--- src/rtl/ext_bus_pkg.sv ---
package ext_bus_pkg;
   localparam int ADDR_W = 16;
   localparam int DATA_W = 16;
   localparam int FIFO_DEPTH = 16;
   localparam logic [ADDR_W-1:0] ADDR_RESET = 16'h0000;
   localparam logic [DATA_W-1:0] DATA_RESET = 16'h0000;
   localparam logic [1:0] WAIT_RESET = 2'h0;
   localparam logic [1:0] SYNC_RESET = 2'h3;

   typedef enum logic [1:0] {
      SPACE_DATA,
      SPACE_PROG,
      SPACE_IO,
      SPACE_GLOBAL
   } space_t;

   // Core request to the external bus
   typedef struct packed {
      space_t            space;
      logic              write;
      logic [ADDR_W-1:0] addr;
      logic [DATA_W-1:0] wdata;
   } bus_req_t;

   // Single-access RAM port, used by the outside master during DMA
   typedef struct packed {
      logic              write;
      logic [ADDR_W-1:0] addr;
      logic [DATA_W-1:0] wdata;
   } ram_req_t;

   // Pin inputs, for the raw sample and both synchroniser stages
   typedef struct packed {
      logic              hold_n;
      logic              ready;
      logic              off_n;
      logic              busReqIn_n;
      logic              strobeIn_n;
      logic              rwIn;
      logic [ADDR_W-1:0] addrIn;
      logic [DATA_W-1:0] dataIn;
   } pins_in_t;
endpackage

--- src/rtl/ext_bus_fifo.sv ---
module ext_bus_fifo
   import ext_bus_pkg::*;
#(
   parameter int WIDTH = 16,
   parameter int DEPTH = 16
) (
   input  wire logic             mclk,
   input  wire logic             rst_n,
   input  wire logic             inValid,
   output logic                  inReady,
   input  wire logic [WIDTH-1:0] inData,
   output logic                  outValid,
   input  wire logic             outReady,
   output logic      [WIDTH-1:0] outData
);
   localparam int AW = $clog2(DEPTH);

   typedef struct packed {
      logic [DEPTH-1:0][WIDTH-1:0] mem;
      logic [AW-1:0]               wrPtr;
      logic [AW-1:0]               rdPtr;
      logic [AW:0]                 count;
   } fifo_state_t;

   fifo_state_t state;
   fifo_state_t next_state;
   logic        doPush;
   logic        doPop;

   // Honest flags straight from the count
   assign inReady  = (state.count != (AW+1)'(DEPTH));
   assign outValid = (state.count != '0);
   assign outData  = state.mem[state.rdPtr];
   assign doPush   = inValid && inReady;
   assign doPop    = outValid && outReady;

   // Pointer and occupancy update
   always_comb begin
      next_state = state;
      if (doPush) begin
         next_state.mem[state.wrPtr] = inData;
         next_state.wrPtr = state.wrPtr + AW'(1);
      end
      if (doPop) begin
         next_state.rdPtr = state.rdPtr + AW'(1);
      end
      case ({doPush, doPop})
         2'b10:   next_state.count = state.count + (AW+1)'(1);
         2'b01:   next_state.count = state.count - (AW+1)'(1);
         default: next_state.count = state.count;
      endcase
   end

   always_ff @(posedge mclk) begin
      if (!rst_n) begin
         state <= '0;
      end else begin
         state <= next_state;
      end
   end
endmodule

--- src/rtl/ext_bus_port.sv ---
module ext_bus_port
   import ext_bus_pkg::*;
#(
   parameter int FIFO_W = ADDR_W + DATA_W + 3,
   parameter int DEPTH  = FIFO_DEPTH
) (
   input  wire logic              mclk,
   input  wire logic              rst_n,
   input  wire logic              device_reset_n,
   // Core side request stream
   input  wire logic              reqValid,
   output logic                   reqReady,
   input  wire bus_req_t          req,
   output logic                   rdValid,
   output logic      [DATA_W-1:0] rdData,
   // On-chip single-access RAM port
   output logic                   ramValid,
   output ram_req_t               ramReq,
   input  wire logic [DATA_W-1:0] ramRdata,
   // Pins
   input  wire logic              hold_n,
   input  wire logic              ready,
   input  wire logic              float_all_n,
   output logic      [ADDR_W-1:0] addrOut,
   output logic                   addrOe,
   input  wire logic [ADDR_W-1:0] addrIn,
   output logic      [DATA_W-1:0] dataOut,
   output logic                   dataOe,
   input  wire logic [DATA_W-1:0] dataIn,
   output logic                   data_space_select_n,
   output logic                   program_space_select_n,
   output logic                   io_space_select_n,
   output logic                   ctrlOe,
   output logic                   readWriteOut,
   input  wire logic              readWriteIn,
   output logic                   bus_cycle_strobe_nOut,
   input  wire logic              bus_cycle_strobe_nIn,
   output logic                   read_select_n,
   output logic                   write_select_n,
   output logic                   hold_acknowledge_n,
   output logic                   global_bus_request_nOut,
   output logic                   globalBusReqOe,
   input  wire logic              global_bus_request_nIn,
   output logic                   acquisition_ack_n,
   output logic                   ackOe
);
   typedef enum logic [2:0] {
      IDLE,
      ARBITRATE,
      ACCESS,
      WRITE_END,
      HOLD,
      DMA
   } phase_t;

   typedef struct packed {
      pins_in_t          sync1;
      pins_in_t          sync2;
      logic              resetSync1;
      logic              resetSync2;
      phase_t            phase;
      // Synced ready lags two edges, so a fresh cycle ignores it until bit 1 is set
      logic [1:0]        fresh;
      bus_req_t          cur;
      logic              dmaStrobeLast;
      logic [ADDR_W-1:0] addrOut;
      logic [DATA_W-1:0] dataOut;
      logic              addrOe;
      logic              dataOe;
      logic              ctrlOe;
      logic              dsN;
      logic              psN;
      logic              isN;
      logic              rwOut;
      logic              strobeN;
      logic              rdN;
      logic              wrN;
      logic              holdAckN;
      logic              gbrN;
      logic              gbrOe;
      logic              acqN;
      logic              ackOe;
      logic              rdValid;
      logic [DATA_W-1:0] rdData;
      logic              ramValid;
      ram_req_t          ramReq;
      logic              dmaRead;
   } port_state_t;

   port_state_t state;
   port_state_t next_state;
   pins_in_t    pinsNow;
   logic        qValid;
   logic        qPop;
   bus_req_t    qReq;

   // Select line for one space, low only for its match
   function automatic logic spaceSel(input space_t have, input space_t want);
      return !(have == want);
   endfunction

   assign pinsNow = '{hold_n: hold_n, ready: ready, off_n: float_all_n,
                      busReqIn_n: global_bus_request_nIn, strobeIn_n: bus_cycle_strobe_nIn,
                      rwIn: readWriteIn, addrIn: addrIn, dataIn: dataIn};

   // Buffer between the core and the pins; back-pressure reaches reqReady
   ext_bus_fifo #(.WIDTH(FIFO_W), .DEPTH(DEPTH)) reqFifo (
      .mclk     (mclk),
      .rst_n    (rst_n),
      .inValid  (reqValid),
      .inReady  (reqReady),
      .inData   (FIFO_W'(req)),
      .outValid (qValid),
      .outReady (qPop),
      .outData  (qReq)
   );

   assign qPop = (state.phase == IDLE) && qValid && state.sync2.hold_n && state.resetSync2;

   always_comb begin
      next_state = state;
      next_state.sync1 = pinsNow;
      next_state.sync2 = state.sync1;
      next_state.resetSync1 = device_reset_n;
      next_state.resetSync2 = state.resetSync1;
      next_state.rdValid = 1'b0;
      next_state.ramValid = 1'b0;
      next_state.dmaStrobeLast = state.sync2.strobeIn_n;
      case (state.phase)
         IDLE: begin
            next_state.dataOe = 1'b0;
            next_state.addrOe = 1'b1;
            next_state.ctrlOe = 1'b1;
            next_state.holdAckN = 1'b1;
            // Request line driven again once float-all has lifted
            next_state.gbrOe = 1'b1;
            if (!state.sync2.hold_n) begin
               next_state.phase = HOLD;
            end else if (qPop) begin
               next_state.cur = qReq;
               next_state.fresh = WAIT_RESET;
               // every space shares the one address bus
               next_state.addrOut = qReq.addr;
               if (qReq.space == SPACE_GLOBAL) begin
                  // global access waits for a grant
                  next_state.gbrN = 1'b0;
                  next_state.dsN = 1'b0;
                  next_state.phase = ARBITRATE;
               end else begin
                  // one select low for the matching space
                  next_state.dsN = spaceSel(qReq.space, SPACE_DATA);
                  next_state.psN = spaceSel(qReq.space, SPACE_PROG);
                  next_state.isN = spaceSel(qReq.space, SPACE_IO);
                  next_state.phase = ACCESS;
               end
               // strobe low for the bus cycle only
               next_state.strobeN = 1'b0;
               next_state.rwOut = !qReq.write;
               next_state.rdN = qReq.write;
               // write select low with data driven
               next_state.wrN = !qReq.write;
               next_state.dataOut = qReq.wdata;
               // data bus driven only for write data
               next_state.dataOe = qReq.write;
            end
         end
         ARBITRATE: begin
            // Stale ready from the last cycle must not count as a grant
            next_state.fresh = {state.fresh[0], 1'b1};
            if (state.fresh[1] && state.sync2.ready) begin
               next_state.phase = ACCESS;
            end
         end
         ACCESS: begin
            // Back-to-back cycles would otherwise end on the previous ready
            next_state.fresh = {state.fresh[0], 1'b1};
            // ready low inserts a wait and is sampled again
            if (state.fresh[1] && state.sync2.ready) begin
               next_state.strobeN = 1'b1;
               next_state.rdN = 1'b1;
               next_state.wrN = 1'b1;
               next_state.dsN = 1'b1;
               next_state.psN = 1'b1;
               next_state.isN = 1'b1;
               next_state.gbrN = 1'b1;
               next_state.rdValid = !state.cur.write;
               next_state.rdData = state.sync2.dataIn;
               // Data held one cycle past write select rise
               next_state.phase = state.cur.write ? WRITE_END : IDLE;
            end
         end
         WRITE_END: begin
            next_state.rwOut = 1'b1;
            next_state.dataOe = 1'b0;
            next_state.phase = IDLE;
         end
         HOLD: begin
            // address and controls float in hold
            next_state.addrOe = 1'b0;
            next_state.ctrlOe = 1'b0;
            next_state.dataOe = 1'b0;
            next_state.gbrOe = 1'b0;
            next_state.holdAckN = 1'b0;
            next_state.acqN = 1'b1;
            if (state.sync2.hold_n) begin
               next_state.phase = IDLE;
               next_state.gbrOe = 1'b1;
            end else if (!state.holdAckN && !state.sync2.busReqIn_n) begin
               // grant the RAM by acknowledge low
               next_state.acqN = 1'b0;
               next_state.phase = DMA;
            end
         end
         DMA: begin
            next_state.dataOe = 1'b0;
            if (state.sync2.hold_n || state.sync2.busReqIn_n) begin
               next_state.acqN = 1'b1;
               next_state.phase = HOLD;
            end else if (!state.sync2.strobeIn_n && state.dmaStrobeLast) begin
               // address pins feed the RAM; strobe edge qualifies it
               next_state.ramValid = 1'b1;
               next_state.ramReq = '{write: !state.sync2.rwIn, addr: state.sync2.addrIn,
                                     wdata: state.sync2.dataIn};
               next_state.dmaRead = state.sync2.rwIn;
            end else if (state.sync2.strobeIn_n) begin
               next_state.dmaRead = 1'b0;
            end
            // RAM read data driven while strobe qualifies a read
            if (state.dmaRead && !state.sync2.strobeIn_n) begin
               next_state.dataOut = ramRdata;
               next_state.dataOe = 1'b1;
            end
         end
         default: next_state.phase = IDLE;
      endcase
      // float-all overrides every drive; reset overrides only the data drive
      if (!state.sync2.off_n || !state.resetSync2) begin
         next_state.dataOe = 1'b0;
         if (!state.sync2.off_n) begin
            next_state.addrOe = 1'b0;
            next_state.ctrlOe = 1'b0;
            next_state.gbrOe = 1'b0;
         end
      end
      // Pins that belong to the pair of DMA roles
      next_state.ackOe = state.sync2.off_n;
   end

   always_ff @(posedge mclk) begin
      if (!rst_n) begin
         state <= '{sync1: '1, sync2: '1, resetSync1: 1'b0, resetSync2: 1'b0, phase: IDLE,
                    cur: '0, fresh: WAIT_RESET, dmaStrobeLast: 1'b1, addrOut: ADDR_RESET, dataOut: DATA_RESET,
                    addrOe: 1'b1, dataOe: 1'b0, ctrlOe: 1'b1, dsN: 1'b1, psN: 1'b1, isN: 1'b1,
                    rwOut: 1'b1, strobeN: 1'b1, rdN: 1'b1, wrN: 1'b1, holdAckN: 1'b1,
                    gbrN: 1'b1, gbrOe: 1'b1, acqN: 1'b1, ackOe: 1'b1, rdValid: 1'b0,
                    rdData: DATA_RESET, ramValid: 1'b0, ramReq: '0, dmaRead: 1'b0};
      end else begin
         state <= next_state;
      end
   end

   // All pins straight from the state flops
   assign addrOut                 = state.addrOut;
   assign addrOe                  = state.addrOe;
   assign dataOut                 = state.dataOut;
   assign dataOe                  = state.dataOe;
   assign data_space_select_n     = state.dsN;
   assign program_space_select_n  = state.psN;
   assign io_space_select_n       = state.isN;
   assign ctrlOe                  = state.ctrlOe;
   assign readWriteOut            = state.rwOut;
   assign bus_cycle_strobe_nOut   = state.strobeN;
   assign read_select_n           = state.rdN;
   assign write_select_n          = state.wrN;
   assign hold_acknowledge_n      = state.holdAckN;
   assign global_bus_request_nOut = state.gbrN;
   assign globalBusReqOe          = state.gbrOe;
   assign acquisition_ack_n       = state.acqN;
   assign ackOe                   = state.ackOe;
   assign rdValid                 = state.rdValid;
   assign rdData                  = state.rdData;
   assign ramValid                = state.ramValid;
   assign ramReq                  = state.ramReq;
endmodule

--- config.mk ---
export PLATFORM = sky130hd
export DESIGN_NAME = ext_bus_port
export DESIGN_NICKNAME = d
export VERILOG_FILES = /design/src/rtl/ext_bus_pkg.sv /design/src/rtl/ext_bus_fifo.sv /design/src/rtl/ext_bus_port.sv
export SDC_FILE = /design/constraint.sdc
export NUM_CORES = 2
export LEC_CHECK = 0
export ABC_AREA = 0
export BUFFER_PORTS_ARGS = -buffer_cell sky130_fd_sc_hd__buf_4
export CORE_UTILIZATION = 25
export CTS_CLUSTER_SIZE = 28
export DETAILED_ROUTE_END_ITERATION = 16
export GPL_TIMING_DRIVEN = 0
export PLACE_DENSITY = 0.47
export SETUP_SLACK_MARGIN = 0.4
export SYNTH_ARGS = -nofsm -noshare
export SYNTH_HDL_FRONTEND = slang
export SYNTH_SLANG_ARGS = --single-unit
--- constraint.sdc ---
create_clock -name mclk -period 3.2 [get_ports mclk]
set_input_delay 0 -clock mclk [delete_from_list [all_inputs] [get_ports mclk]]
set_output_delay 0 -clock mclk [all_outputs]
set_load 0.02 [all_outputs]
== Yosys cells after proc, flatten, opt, wreduce, memory -nomap -nowiden ==
Index checks and enable logic that the tools add are counted.
Widths: inputs -> output; s select.
Word-level totals
  bits in registers: 775
  bits of input ports: 93
  output and inout bits: 99
  logic and storage cells: 206
Cells by class
  $add $sub $neg: 4
  order comparisons: 3
  eq/ne operators: 21
  multiplexer cells: 56
  bitwise logic cells: 3
  reduce and logical (&&, ||, !) cells: 52
Operators with widths (count)
  $bwmux 560: 1
  $bmux 35 s4: 1
  $demux 35 s4: 1
  $mux 35: 2
  $mux 16: 3
  $mux 40: 1
  $mux 37: 1
  $mux 34: 1
  $pmux 16 s2: 1
  $mux 3: 8
  $mux 1: 18
  $reduce_and 3->1: 6
  $reduce_bool 2->1: 8
  $pmux 3 s5: 1
  $reduce_and 5->1: 3
  $mux 7: 2
  $pmux 1 s2: 7
  $ne 2x2->1 const B: 6
  $pmux 3 s2: 2
  $logic_not 1->1: 11
  $logic_and 1x1->1: 10
  $lt 4x5->1 const B: 2
  $pmux 5 s2: 1
  $add 4x1->4 const B: 2
  other kinds (25): 40

== Logic depth before layout (Yosys ltp) ==
  depth after elaboration: 8
  gate-level depth with buffers: 15
  gate-level depth less buffers: 11

== Modules after synthesis ==
A second synthesis with hierarchy kept.
Second synthesis, totals
  cell total of the unflattened synthesis: 3670
  area total of the unflattened synthesis: 33042.9 µm²
Modules (own cells, without submodules)
  ext_bus_fifo: instances 1, cells each 2919, area an instance 26020.0 µm², seq. area each 11471.0 µm²
  ext_bus_port: instances 1, cells each 751, area an instance 7023.0 µm², seq. area each 3683.5 µm²

== Worst setup path after synthesis ==
No wires, ideal clock.
  path type: register -> register
  from: reg reqFifo.state[1] in the netlist's numbering
  to: reg reqFifo.state[4] in the netlist's numbering
  setup time: 0.072 ns
  arrival: 3.002 ns
  required time: 3.128 ns
  slack: 0.126 ns
  cell stages (with the launch flop): 15
  path buffers: 3
  period minus slack after synthesis: 3.074 ns
  cell sequence: dfxtp_1 -> buf_2 -> or4_4 -> o2111ai_4 -> inv_2 -> buf_6 -> ha_1 -> clkbuf_1 -> xor2_1 -> ha_1 -> inv_1 -> o21ai_0 -> a21o_1 -> a221oi_1 -> mux2i_1
Between the ends
  word-level cells in the longest chain between the ends: 7
  elaborated cells on any way between the ends: 13
  those cells by class: 2 x add/sub; 3 x eq/ne; 1 x mux; 7 x reduce/logical
Ends and longest elaborated chain
  start, declared: RTL line ext_bus_fifo.sv:25  | fifo_state_t state;
  start signal, assigned: RTL line ext_bus_fifo.sv:58  | state <= next_state;
  $reduce_bool 5->1 (*): RTL line ext_bus_fifo.sv:32  | assign outValid = (state.count != '0);
  $logic_and 1x1->1 (3 in series): RTL line ext_bus_port.sv:118  | assign qPop = (state.phase == IDLE) && qValid && state.sync2.hold_n && state.resetSync2;
  $logic_and 1x1->1 (*): RTL line ext_bus_fifo.sv:35  | assign doPop = outValid && outReady;
  named net reqFifo.doPop: RTL line ext_bus_fifo.sv:28  | logic doPop;
  $eq 2x1->1 or $eq 2x2->1 (tied branches): RTL line ext_bus_fifo.sv:47  | case ({doPush, doPop})
  $pmux 5 s2 or $reduce_bool 2->1 (tied branches)
Mark *: on every way through the listed nets, which the timed path passes. The rest lies on a longest branch.
A chain may end at the register's enable or synchronous reset.

== Worst setup path after layout ==
  from: reg reqFifo.state[2] in the netlist's numbering
  to: reg reqFifo.state[4] in the netlist's numbering
The elaborated chain is that of the path after synthesis.

==> impl_metrics.tcl <==
set metrics [dict create \
    outcome "finished clean" \
    async_flop_share_pct 0 \
    die_y_um 363.9 \
    powerDensity_nw_per_um2 537.9 \
    synth.distinct_cells 61 \
    grt_pass1_wl_mm 179.5 \
    setup-violations-final 0 \
    num-fill-cells 13610 \
    area_growth_pct 23.01 \
    grt_pass1_vias 26030 \
    ys_seq_area_share_pct 46.29 \
    hold_viol 0 \
    seqCellArea_um2 15160 \
    path_delay_family "compound AO/OA/AOI/OAI gates" \
    ioPinCount 192 \
    grt_max_degree 14 \
    power.internal_mw 16.26 \
    path_depth 14 \
    clockPowerShare_pct 46.5 \
    tightest_slew_ns 1.362 \
    cp_max_fo 4 \
    chipWidth_um 363.9 \
    peakVddDrop_v 0.0003952 \
    cp.arrival_ns 3.42 \
    postSynthNetCount 3709 \
    finish.net_count 4061 \
    skew_ns 0.02454 \
    mostFrequentLayoutCells "nand2_1 (1,238), dfxtp_1 (753), a21boi_0 (610), buf_4 (264), clkbuf_1 (171)" \
    firstDrtPassIters 7 \
    netSwitchingPower_mw 5.398 \
    cts_max_path_buffers 3 \
    drive_gt1_share_pct 18.08 \
    final_common_cell "nand2_1" \
    die_area_um2 132400 \
    critical_path_required_ns 3.79 \
    crit_type "reg2reg" \
    viasPerCell 4.637 \
    synth-seq-cells 757 \
    post-place-ws_ns -0.4646 \
    multi_input_comb_area_um2 15560 \
    core_area_um2 129600 \
    portBuffers 156 \
    clk_transition_reported_paths_ns 0.06 \
    clock-sinks 757 \
    cpMaxStageDelayCell "or4_4" \
    syn_area_per_cell_um2 9.083 \
    start_util_pct 25.25 \
    rr_worst_depth 14 \
    drt-wirelength-per-cell_um 21.43 \
    synth_edf_count 0 \
    min-delay-path-class "in2reg" \
    track_usage_pct 18.37 \
    drt_iter0_drc 1914 \
    holdPathStages 3 \
    antenna_found_initial 12 \
    row_count 132 \
    p_leak_nw 13.53 \
    post-route-min-period_ns 2.829 \
    syn_inst 3604 \
    drv_slew 0 \
    dp_hpwl_mm 89.70 \
    numCtsBuffers 86 \
    crit_buf_inv 5 \
    fmax_mhz 353.5 \
    gp_congestion 0.8606 \
    grt_setup_unrepaired "true" \
    yosysWarningCount 0 \
    antenna_left 0 \
    netlist_area_um2 32740 \
    pwr-share-seq_pct 44.9 \
    sw_frac_of_total_pct 24.92 \
    grt_remaining_overflow 0 \
    path_cells "buf_6 -> or4_4 -> o2111ai_4 -> inv_2 -> buf_8 -> ha_4 -> buf_8 -> xor2_1 -> ha_2 -> inv_2 -> o21ai_1 -> a21o_1 -> a221oi_2 -> mux2i_1" \
    clk_latency_ns 0.67 \
    end_kind "flip-flop" \
    setup_ws_ns 0.3709 \
    vias 26760 \
    pwr-share-comb_pct 8.7 \
    slowest_delay_ns 0.51 \
    cts-root-buf "clkbuf_16" \
    htreeDepth 3 \
    crit_path_start_kind "flip-flop" \
    synth_ff_type "dfxtp_1" \
    routed_wl_mm 123.7 \
    relSlewSlack_pct 9.228 \
    min_period_over_period_pct 88.41 \
    cap_violations 0 \
    tritoncts "done" \
    fin_tns_setup_ns 0 \
    drc_errors 0 \
]
## layout make-up
type                       count  share of cell area (%)
sequential                   757                   37.65
clock inverter                21                  0.5096
inverter                       9                 0.08389
antenna                        9                 0.05593
timing repair buffer         264                   5.487
buffer                       431                   5.608
tap                         1742                   5.413
clock buffer                 132                   6.556
multi-input combinational   2407                   38.64
## tightest hold or removal path, stage by stage
cell and delay, ns:
dlygate4sd3_1 0.53, buf_4 0.10, nand2b_1 0.08
## synthesized netlist by cell type, types with 3 or more instances
library cell / count / area, um^2
dfxtp_1: 757 / 15150
buf_2: 85 / 425.4
mux2i_1: 5 / 50.05
xnor2_1: 8 / 70.07
nand4_1: 4 / 25.02
nor2b_1: 10 / 62.56
clkbuf_1: 168 / 630.6
a21oi_1: 44 / 220.2
nor4b_2: 9 / 135.1
and2_1: 13 / 81.33
o21ai_0: 25 / 125.1
inv_1: 8 / 30.03
nor2_1: 36 / 135.1
and4_1: 4 / 35.03
mux4_2: 152 / 3423
ha_1: 12 / 150.1
and3_1: 15 / 93.84
nand3_1: 6 / 30.03
xor2_1: 4 / 35.03
o22ai_1: 3 / 18.77
nand2b_1: 82 / 513.0
buf_1: 80 / 300.3
nor3_1: 15 / 75.07
nand2_1: 1238 / 4647
a22oi_1: 45 / 337.8
a31o_2: 15 / 131.4
nand3_2: 12 / 120.1
a21boi_0: 612 / 4594
buf_4: 95 / 713.2
## path summary, 6_finish.rpt
kind	from	endpoint	slack [ns]
max reg2reg	reqFifo.state[2]$_SDFFE_PN0P_	reqFifo.state[4]$_SDFFE_PN0P_	0.37
max	reqFifo.state[2]$_SDFFE_PN0P_	reqFifo.state[4]$_SDFFE_PN0P_	0.37
min	addrIn[9]	next_state[167]$_SDFF_PN1_	0.08
min reg2reg	next_state[154]$_SDFF_PN1_	state[154]$_SDFF_PN1_	0.40
## through the flow
stage	area, um^2	cells	utilization, %	total power, mW	hold WS, ns
detailed placement	36140	5502	27.87	11.62	0.1872
floorplan	32790	3604	-	10.91	0.1015
finish	40270	5772	31.06	21.66	0.07509
global placement	36140	5502	27.87	11.62	0.1854
global route	40250	5766	31.05	22.40	0.06844
CTS	40120	5757	30.94	21.85	0.03626
## power by group through the flow
stage | clock network [mW] | logic (mW) | registers, mW
final | 10.1 | 1.88 | 9.71
after detailed placement | 0 | 1.71 | 9.91
after CTS | 10.3 | 1.87 | 9.71
after global routing | 10.7 | 2.01 | 9.73
after global placement | 0 | 1.71 | 9.91
after floorplan | 0 | 1.00 | 9.91
## what timing repair did
item / in CTS / in global routing
pin swaps: 8 / 7
setup buffers: 11 / 6
hold buffers: 91 / 0
setup endpoints to repair: 124 / 66
resized for setup: 44 / 47
hold endpoints to repair: 271 / 0
## cells by family after synthesis
group                      after synthesis  synth area share (%)
xor gates and xnor gates                12                0.3210
AOI/OAI and AO/OA                      766                 17.18
muxes                                  157                 10.61
and+or+nand+nor                       1460                 18.62
buffers and inverters                  440                 6.517
adders and majority gates               12                0.4586
DFF                                    757                 46.29
## per-layer routing
| layer | vias up | global-route usage, % | wire length, um | share of wire, % |
|---|---|---|---|---|
| li1 | 12680 | - | - | - |
| met2 | 818 | 30.34 | 57900 | 47 |
| met1 | 13060 | 23.60 | 53750 | 43 |
| met5 | - | 0 | 75 | 0.061 |
| met3 | 194 | 3.907 | 8289 | 6.7 |
| met4 | 10 | 6.296 | 3671 | 3.0 |
## flip-flops by register name, summed over array words and instances (netlist names), 16 cells and up
signal / flops
state: 45
dataOut: 16
rdData: 16
next_state: 41
addrOut: 16
reqFifo.state: 573
ramReq: 33
No activity file was read; power rests on OpenSTA's default activity.
